===== src/logic/sbl_pkg.sv =====
// sbl_pkg: constants, error causes and carrier structs for the binary load/unload handler
// assumes: one 10 MHz system clock, bytes arrive already assembled by a uart
package sbl_pkg;
   localparam int unsigned CLK_HZ        = 10000000;        // system clock rate
   localparam int unsigned TIMEOUT_S     = 60;              // stage timeout in seconds
   localparam longint unsigned TIMEOUT_CYC = longint'(TIMEOUT_S) * longint'(CLK_HZ);
   localparam logic [7:0]  CHR_CR        = 8'h0D;           // carriage return
   localparam logic [7:0]  CHR_SPACE     = 8'h20;           // separator
   localparam logic [7:0]  CHR_RUBOUT    = 8'h7F;           // rubout
   localparam logic [7:0]  CHR_X         = 8'h58;           // command letter
   localparam logic [7:0]  CHR_CTRL_C    = 8'h03;           // interrupt
   localparam logic [7:0]  CHR_CTRL_S    = 8'h13;           // pause
   localparam logic [7:0]  CHR_CTRL_Q    = 8'h11;           // resume
   localparam logic [7:0]  CHR_CTRL_O    = 8'h0F;           // output suppression
   localparam logic [7:0]  CHR_PROMPT    = 8'h3E;           // '>' prompt char
   localparam logic [7:0]  CHR_QUERY     = 8'h3F;           // '?' error char
   localparam logic [1:0]  PROMPT_LEN    = 2'h3;            // three '>' chars
   localparam int unsigned DIR_BIT       = 31;              // direction bit of count
   localparam int unsigned LINE_MAX      = 32;              // command line buffer depth

   // error causes reported with the done pulse
   typedef enum logic [1:0] {
      SBL_ERR_NONE    = 2'b00,
      SBL_ERR_CMD     = 2'b01,
      SBL_ERR_DATA    = 2'b10,
      SBL_ERR_TIMEOUT = 2'b11
   } sbl_err_e;

   // memory request to the system
   typedef struct packed {
      logic        wr;     // 1 write, 0 read
      logic [31:0] addr;   // byte address
      logic [7:0]  data;   // write data
   } sbl_mem_req_s;

   // outcome of one command
   typedef struct packed {
      logic     done;      // one-cycle end of command
      sbl_err_e err;       // cause, none on success
   } sbl_result_s;
endpackage : sbl_pkg


===== src/logic/sbl_top.sv =====
// sbl_top: binary load/unload console command engine
// assumes: rx bytes as one-cycle strobes from a uart on clk_in, tx byte ready/valid,
// one-byte memory port with request/acknowledge, console passes control only after X
`timescale 1ns/100ps
`default_nettype none
module sbl_top #(
   parameter longint unsigned TIMEOUT_CYC = sbl_pkg::TIMEOUT_CYC,  // sixty-second wait
   parameter int unsigned     CNT_W       = 31                     // byte count width
) (
   input  wire logic                 clk_in,        // system clock
   input  wire logic                 srst_in,       // synchronous reset, high
   input  wire logic                 ce_in,         // clock enable
   input  wire logic                 start_in,      // console hands line over (X seen)
   input  wire logic                 rx_valid_in,   // received byte strobe
   input  wire logic [7:0]           rx_data_in,    // received byte
   output logic                      echo_out,      // console may echo this rx byte
   output logic                      flow_en_out,   // console flow control active
   output logic                      tx_valid_out,  // transmit byte valid
   output logic [7:0]                tx_data_out,   // transmit byte
   input  wire logic                 tx_ready_in,   // transmitter takes byte
   output logic                      mem_req_out,   // memory request
   output sbl_pkg::sbl_mem_req_s     mem_out,       // memory request contents
   input  wire logic                 mem_ack_in,    // memory done
   input  wire logic [7:0]           mem_rdata_in,  // memory read data
   input  wire logic                 mem_err_in,    // memory error with ack
   input  wire logic                 line_err_in,   // framing or overrun with rx byte
   output logic                      busy_out,      // command in progress
   output sbl_pkg::sbl_result_s      result_out     // end of command and cause
);
   typedef enum logic [3:0] {
      SBL_IDLE    = 4'h0,
      SBL_LINE    = 4'h1,
      SBL_CKSUM   = 4'h2,
      SBL_PROMPT  = 4'h3,
      SBL_LDATA   = 4'h4,
      SBL_LWRITE  = 4'h5,
      SBL_LCKSUM  = 4'h6,
      SBL_UREAD   = 4'h7,
      SBL_USEND   = 4'h8,
      SBL_UCKSUM  = 4'h9,
      SBL_ERROR   = 4'hA,
      SBL_DONE    = 4'hB
   } sbl_state_e;

   sbl_state_e        state;
   logic [7:0]        line_buf [sbl_pkg::LINE_MAX];  // command line for rubout undo
   logic [5:0]        line_len;
   logic [7:0]        csum;          // 8-bit accumulator
   logic [31:0]       addr;
   logic [31:0]       count_word;
   logic [31:0]       num_acc;       // hex field being parsed
   logic              field;         // 0 address, 1 count
   logic [CNT_W-1:0]  remain;
   logic              is_unload;
   logic              bad;           // sticky load error
   logic [1:0]        prompt_n;
   logic [7:0]        ubyte;
   logic              paused;
   logic              suppress;
   logic [63:0]       tmo;
   logic              tmo_hit;
   logic [3:0]        hex_val;
   logic              hex_ok;
   logic [7:0]        undo_chr;
   sbl_pkg::sbl_err_e err_cause;
   logic              suppress_abort;  // interrupt seen during unload

   // hex digit decode of the received char
   always_comb begin
      hex_ok  = 1'b1;
      hex_val = 4'h0;
      if (rx_data_in >= 8'h30 && rx_data_in <= 8'h39) begin
         hex_val = 4'(rx_data_in - 8'h30);
      end else if (rx_data_in >= 8'h41 && rx_data_in <= 8'h46) begin
         hex_val = 4'(rx_data_in - 8'h37);
      end else if (rx_data_in >= 8'h61 && rx_data_in <= 8'h66) begin
         hex_val = 4'(rx_data_in - 8'h57);
      end else begin
         hex_ok = 1'b0;
      end
   end

   assign undo_chr = (line_len != 6'h00) ? line_buf[5'(line_len - 6'h01)] : 8'h00;
   assign tmo_hit  = (tmo >= TIMEOUT_CYC - 64'h1);
   assign suppress_abort = rx_valid_in && rx_data_in == sbl_pkg::CHR_CTRL_C;

   // main sequencer
   always_ff @(posedge clk_in) begin
      if (srst_in) begin
         state     <= SBL_IDLE;
         line_len  <= 6'h00;
         csum      <= 8'h00;
         addr      <= 32'h0;
         count_word<= 32'h0;
         num_acc   <= 32'h0;
         field     <= 1'b0;
         remain    <= '0;
         is_unload <= 1'b0;
         bad       <= 1'b0;
         prompt_n  <= 2'h0;
         ubyte     <= 8'h00;
         err_cause <= sbl_pkg::SBL_ERR_NONE;
      end else if (ce_in) begin
         case (state)
            SBL_IDLE: begin
               if (start_in) begin
                  state     <= SBL_LINE;
                  line_len  <= 6'h00;
                  csum      <= sbl_pkg::CHR_X;  // command letter counts in the sum
                  num_acc   <= 32'h0;
                  field     <= 1'b0;
                  bad       <= 1'b0;
                  err_cause <= sbl_pkg::SBL_ERR_NONE;
               end
            end
            SBL_LINE: begin
               if (rx_valid_in) begin
                  if (rx_data_in == sbl_pkg::CHR_CR) begin
                     count_word <= num_acc;
                     state      <= SBL_CKSUM;
                  end else if (rx_data_in == sbl_pkg::CHR_RUBOUT) begin
                     if (line_len != 6'h00) begin
                        csum     <= csum - undo_chr;
                        line_len <= line_len - 6'h01;
                        if (undo_chr == sbl_pkg::CHR_SPACE) begin
                           field   <= 1'b0;
                           num_acc <= addr;
                        end else begin
                           num_acc <= num_acc >> 4;
                        end
                     end
                  end else if (line_len < 6'(sbl_pkg::LINE_MAX)) begin
                     csum     <= csum + rx_data_in;
                     line_buf[line_len[4:0]] <= rx_data_in;
                     line_len <= line_len + 6'h01;
                     if (rx_data_in == sbl_pkg::CHR_SPACE) begin
                        if (line_len != 6'h00 && !field) begin
                           addr    <= num_acc;
                           field   <= 1'b1;
                           num_acc <= 32'h0;
                        end
                     end else if (hex_ok) begin
                        num_acc <= {num_acc[27:0], hex_val};
                     end
                  end
               end
            end
            SBL_CKSUM: begin
               if (tmo_hit) begin
                  err_cause <= sbl_pkg::SBL_ERR_TIMEOUT;
                  state     <= SBL_ERROR;
               end else if (rx_valid_in) begin
                  if (8'(csum + rx_data_in) == 8'h00) begin
                     is_unload <= count_word[sbl_pkg::DIR_BIT];
                     remain    <= count_word[CNT_W-1:0];
                     prompt_n  <= 2'h0;
                     state     <= SBL_PROMPT;
                  end else begin
                     err_cause <= sbl_pkg::SBL_ERR_CMD;
                     state     <= SBL_ERROR;
                  end
                  csum <= 8'h00;
               end
            end
            SBL_PROMPT: begin
               if (tx_ready_in) begin
                  prompt_n <= prompt_n + 2'h1;
                  if (prompt_n == sbl_pkg::PROMPT_LEN - 2'h1) begin
                     if (is_unload) begin
                        state <= (remain == '0) ? SBL_UCKSUM : SBL_UREAD;
                     end else begin
                        state <= (remain == '0) ? SBL_LCKSUM : SBL_LDATA;
                     end
                  end
               end
            end
            SBL_LDATA: begin
               if (tmo_hit) begin
                  err_cause <= sbl_pkg::SBL_ERR_TIMEOUT;
                  state     <= SBL_ERROR;
               end else if (rx_valid_in) begin
                  csum  <= csum + rx_data_in;
                  ubyte <= rx_data_in;
                  if (line_err_in) begin
                     bad <= 1'b1;
                  end
                  state <= SBL_LWRITE;
               end
            end
            SBL_LWRITE: begin
               if (mem_ack_in) begin
                  if (mem_err_in) begin
                     bad <= 1'b1;
                  end
                  addr   <= addr + 32'h1;
                  remain <= remain - 1'b1;
                  state  <= (remain == CNT_W'(1)) ? SBL_LCKSUM : SBL_LDATA;
               end
            end
            SBL_LCKSUM: begin
               if (tmo_hit) begin
                  err_cause <= sbl_pkg::SBL_ERR_TIMEOUT;
                  state     <= SBL_ERROR;
               end else if (rx_valid_in) begin
                  if (bad || line_err_in || 8'(csum + rx_data_in) != 8'h00) begin
                     err_cause <= sbl_pkg::SBL_ERR_DATA;
                     state     <= SBL_ERROR;
                  end else begin
                     state <= SBL_DONE;
                  end
               end
            end
            SBL_UREAD: begin
               if (suppress_abort) begin
                  state <= SBL_DONE;
               end else if (mem_ack_in) begin
                  ubyte <= mem_rdata_in;
                  state <= SBL_USEND;
               end
            end
            SBL_USEND: begin
               if (suppress_abort) begin
                  state <= SBL_DONE;
               end else if (tx_ready_in && !paused) begin
                  csum   <= csum + ubyte;
                  addr   <= addr + 32'h1;
                  remain <= remain - 1'b1;
                  state  <= (remain == CNT_W'(1)) ? SBL_UCKSUM : SBL_UREAD;
               end
            end
            SBL_UCKSUM: begin
               if (suppress_abort) begin
                  state <= SBL_DONE;
               end else if (tx_ready_in && !paused) begin
                  state <= SBL_DONE;
               end
            end
            SBL_ERROR: begin
               if (tx_ready_in) begin
                  state <= SBL_DONE;
               end
            end
            SBL_DONE: begin
               state <= SBL_IDLE;
            end
            default: begin
               state <= SBL_IDLE;
            end
         endcase
      end
   end

   // control characters honoured only while unloading
   always_ff @(posedge clk_in) begin
      if (srst_in) begin
         paused   <= 1'b0;
         suppress <= 1'b0;
      end else if (ce_in) begin
         if (state == SBL_UREAD || state == SBL_USEND || state == SBL_UCKSUM) begin
            if (rx_valid_in && rx_data_in == sbl_pkg::CHR_CTRL_S) begin
               paused <= 1'b1;
            end else if (rx_valid_in && rx_data_in == sbl_pkg::CHR_CTRL_Q) begin
               paused <= 1'b0;
            end
            if (rx_valid_in && rx_data_in == sbl_pkg::CHR_CTRL_O) begin
               suppress <= ~suppress;
            end
         end else begin
            paused   <= 1'b0;
            suppress <= 1'b0;
         end
      end
   end

   // sixty-second stage timer, restarted by every received byte
   always_ff @(posedge clk_in) begin
      if (srst_in) begin
         tmo <= 64'h0;
      end else if (ce_in) begin
         if (rx_valid_in || !(state == SBL_CKSUM || state == SBL_LDATA || state == SBL_LCKSUM)) begin
            tmo <= 64'h0;
         end else if (!tmo_hit) begin
            tmo <= tmo + 64'h1;
         end
      end
   end

   // transmit path: prompt, unload data, unload checksum, error char
   always_comb begin
      tx_valid_out = 1'b0;
      tx_data_out  = 8'h00;
      case (state)
         SBL_PROMPT: begin
            tx_valid_out = 1'b1;
            tx_data_out  = sbl_pkg::CHR_PROMPT;
         end
         SBL_USEND: begin
            tx_valid_out = !paused && !suppress;
            tx_data_out  = ubyte;
         end
         SBL_UCKSUM: begin
            tx_valid_out = !paused && !suppress;
            tx_data_out  = 8'(8'h00 - csum);
         end
         SBL_ERROR: begin
            tx_valid_out = 1'b1;
            tx_data_out  = sbl_pkg::CHR_QUERY;
         end
         default: begin
            tx_valid_out = 1'b0;
         end
      endcase
   end

   // echo only while the command line is typed, flow control while idle and while it is typed
   assign echo_out    = (state == SBL_LINE);
   assign flow_en_out = (state == SBL_IDLE) || (state == SBL_LINE);

   // memory port, one byte per request
   assign mem_req_out  = (state == SBL_LWRITE) || (state == SBL_UREAD);
   assign mem_out.wr   = (state == SBL_LWRITE);
   assign mem_out.addr = addr;
   assign mem_out.data = ubyte;

   assign busy_out        = (state != SBL_IDLE);
   assign result_out.done = (state == SBL_DONE);
   assign result_out.err  = err_cause;
endmodule // sbl_top
`default_nettype wire


===== config.mk =====
export PLATFORM = sky130hd
export DESIGN_NAME = sbl_top
export DESIGN_NICKNAME = d
export VERILOG_FILES = /design/src/logic/sbl_pkg.sv /design/src/logic/sbl_top.sv
export SDC_FILE = /design/constraint.sdc
export NUM_CORES = 1
export LEC_CHECK = 0
export ABC_AREA = 1
export BUFFER_PORTS_ARGS = -buffer_cell sky130_fd_sc_hd__buf_2
export CELL_PAD_IN_SITES_DETAIL_PLACEMENT = 1
export CELL_PAD_IN_SITES_GLOBAL_PLACEMENT = 1
export CORE_MARGIN = 2
export CORE_UTILIZATION = 30
export DETAILED_ROUTE_END_ITERATION = 6
export PLACE_DENSITY = 0.66
export SLEW_MARGIN = 20
export SYNTH_ARGS = -nofsm -noshare
export SYNTH_HDL_FRONTEND = slang
export SYNTH_SLANG_ARGS = --single-unit

===== constraint.sdc =====
create_clock -name clk_in -period 4.3 [get_ports clk_in]
set_clock_uncertainty 0.2 [all_clocks]
set_input_delay 0.645 -clock clk_in [delete_from_list [all_inputs] [get_ports clk_in]]
set_output_delay 0.645 -clock clk_in [all_outputs]
set_load 0.03 [all_outputs]

==> impl_metrics.json <==
{
  "holdPathStages": 3,
  "num-nets-final": 3168,
  "antenna_found_initial": 6,
  "reg2reg_from": "line_len[1]",
  "cts_max_path_buffers": 3,
  "vias": 21220,
  "n_fill_cell": 9749,
  "fp.dieH_um": 289.7,
  "yosysUniqueCellTypes": 56,
  "total_leakage_power_nw": 10.46,
  "clock.fmax_ghz": 0.2542,
  "coreArea_mm2": 0.08068,
  "globalplace.congestion": 0.8454,
  "initial_core_util_pct": 30.34,
  "area_growth_pct": 13.96,
  "synth_edf_count": 256,
  "insertion_delay_ps": 670,
  "drt-vias-per-instance": 5.044,
  "worst_pin_slew_ps": 810.5,
  "postRouteAntennaNets": 0,
  "die_area_mm2": 0.08390,
  "wirelength_mm": 78.76,
  "critPathMostFrequentCell": "nand2_1",
  "crit_path_start_kind": "flip-flop",
  "critPathKind": "reg -> reg",
  "ir_drop_uv": 281.7,
  "r2r_cells": 24,
  "critPathCaptureType": "flip-flop",
  "track_usage_pct": 18.79,
  "drt_iter0_drc": 1340,
  "ios": 82,
  "dpl.hpwl_mm": 54.12,
  "pre_cts_ws_ps": 410.0,
  "cp_data_arrival_time_ps": 4250,
  "hold_viol_final": 0,
  "cts_tree": "done",
  "grt_overflow": 0,
  "worst-path-max-fanout": 18,
  "worstPathRequired_ps": 4620,
  "rsz0062_at_grt": "no",
  "ys.flop_type": "edfxtp_1",
  "r2r-end": "csum[5]",
  "synthArstFlopShare_pct": 0,
  "diodes": 0,
  "syn_area_per_cell_um2": 8.060,
  "drt_pass1_iterations": 5,
  "netlist_instances": 3037,
  "grt_pass1_wl_mm": 125.2,
  "period_minus_slack_ps": 3934,
  "worstPathCellList": "inv_1, ha_2, inv_2, nand2_1, nand2_4, buf_4, nand3_1, nand3_1, nand3_1, nand2_1, inv_2, ha_1, nand2_1, nand2_1, a31oi_1, inv_1, nand2_1, nand2_1, a21oi_1, nand2_1, nand2_1, o22ai_1, o21ai_0, a21oi_1",
  "cts_root_buffer": "clkbuf_16",
  "drv_cap": 0,
  "reg2reg_slack_ps": 370,
  "powerDensity_mw_per_mm2": 459.4,
  "period_share_pct": 91.48,
  "layout-drive-gt1-share_pct": 9.663,
  "synth.net_count": 3103,
  "hold_class": "in -> reg",
  "drc_errors": 0,
  "wl_per_cell_um": 18.73,
  "clk_pin_slew_ps": 60,
  "clock-sinks": 482,
  "cpPeakStageDelay_ps": 400,
  "whs_ps": 50.09,
  "grt_max_degree": 136,
  "ys_seq_area_share_pct": 49.88,
  "cpMaxStageDelayCell": "dfxtp_1",
  "p_total_mw": 12.82,
  "drv_slew": 0,
  "postCtsSetupRepairBufs": 0,
  "yosysTopAreaCell": "edfxtp_1",
  "min_from": "mem_rdata_in[2]",
  "ctsHtreeMaxLevel": 2,
  "rows": 104,
  "maxSlewHeadroom_pct": 45.97,
  "setup_tns_ps": 0,
  "status": "finished, final reports clean",
  "cts_resized": 0,
  "setup_viol": 0,
  "yosys_warnings": 0,
  "numCtsBuffers": 56,
  "die_w_um": 289.7,
  "io_buffer_count": 81,
  "ys_ff_latch": 482,
  "syn_area_mm2": 0.02448,
  "synth_top_area_share_pct": 31.40,
  "postCtsHoldBufs": 0,
  "setup_slack_ps": 366.3,
  "grt_pass1_vias": 21650,
  "ys_top_cells_by_area": "edfxtp_1, dfxtp_1, nand2_1, nand3_1, a21oi_1",
  "min_to": "ubyte[2]"
}
==> worst max-delay path: cells and delay by family, from the launching register on <==
kind	cells	cell delay, ps
DFF	1	400
AOI/OAI and AO/OA	5	700
buffers and inverters	5	660
adders and majority gates	2	550
and+or+nand+nor	12	1270
==> state kept, by name (all words and copies together), names as in the netlist <==
signal      flops
paused          1
prompt_n        2
line_len        6
csum            8
count_word     32
suppress        1
line_buf      256
field           1
state           4
ubyte           8
num_acc        32
err_cause       2
tmo            64
addr           32
is_unload       1
remain         31
bad             1
==> worst max-delay path by stage <==
stage / from / to / slack [ps] / cells after the start
after CTS: line_len[1] / csum[5] / 350 / 24
final: line_len[1] / csum[5] / 370 / 24
after global placement: line_len[1] / csum[6] / 450 / 25
after detailed placement: line_len[1] / csum[6] / 410 / 25
after global routing: line_len[1] / csum[6] / 50 / 25
after floorplan: line_len[0] / csum[6] / 630 / 28
==> cells by family after synthesis <==
group                      synth area share (%)
buffers and inverters                     7.462
and+or+nand+nor                           28.15
DFF                                       49.88
AOI/OAI and AO/OA                         10.24
xor gates and xnor gates                  2.075
adders and majority gates                 2.188
==> final cells by class <==
type	instances	area [µm²]	area share (%)
Clock inverter	34	455.4	1.633
Clock buffer	68	1456	5.220
Tap cell	1060	1326	4.754
Sequential cell	482	12220	43.79
Timing Repair Buffer	155	1026	3.678
Multi-Input combinational cell	2152	10450	37.45
Inverter	255	969.7	3.476
==> synth_stat cells (44+ instances only) <==
cell and instances:
inv_1 233, clkbuf_1 57, nand2_1 749, o21ai_0 144, nor2_1 283, dfxtp_1 226
buf_2 49, nand3_1 381, xor2_1 44, a21oi_1 217, edfxtp_1 256, nor3_1 69
==> stage by stage <==
step | std cells | util, % | instance area (µm²)
floorplan | 3037 | - | 24480
global placement | 4104 | 32.21 | 25980
detailed placement | 4104 | 32.21 | 25980
CTS | 4206 | 34.58 | 27900
global route | 4206 | 34.58 | 27900
finish | 4206 | 34.58 | 27900
==> report_power, final <==
group	internal, mW	leakage [nW]	switching, mW
sequential	4.94	4.13	0.153
clock	2.91	0.914	2.07
combinational	0.779	5.42	1.97
total	8.62	10.5	4.19
==> cell usage in the layout (no fill, tap or decap), types with 7 or more instances in the layout <==
master     instances
nand2_1          749
nand3_1          381
nor2_1           283
edfxtp_1         256
inv_1            231
dfxtp_1          225
a21oi_1          217
o21ai_0          144
buf_2             80
buf_4             70
nor3_1            69
clkbuf_16         56
xor2_1            44
nand4_1           39
ha_1              37
o21ai_1           26
a31oi_1           20
inv_2             18
nor4_1            17
xnor2_1           14
o211ai_1          12
clkbuf_1          11
nand3b_1          10
a211oi_1          10
clkinv_2          10
nand2_2            9
clkinv_1           9
nor2_2             8
nor2_4             8
bufinv_16          8
or2_2              7
==> per-layer routing <==
layer  part of all wire [%]  wire length (µm)  vias up  track usage (%)
li1                       -                 -    10380                -
met1                     47             37010    10390            25.67
met2                     46             36620      326            30.89
met3                    4.0              3157      117            2.959
met4                    2.4              1919       10            4.936
met5                  0.077                61        -                0
(Power assumes the default switching activity.)
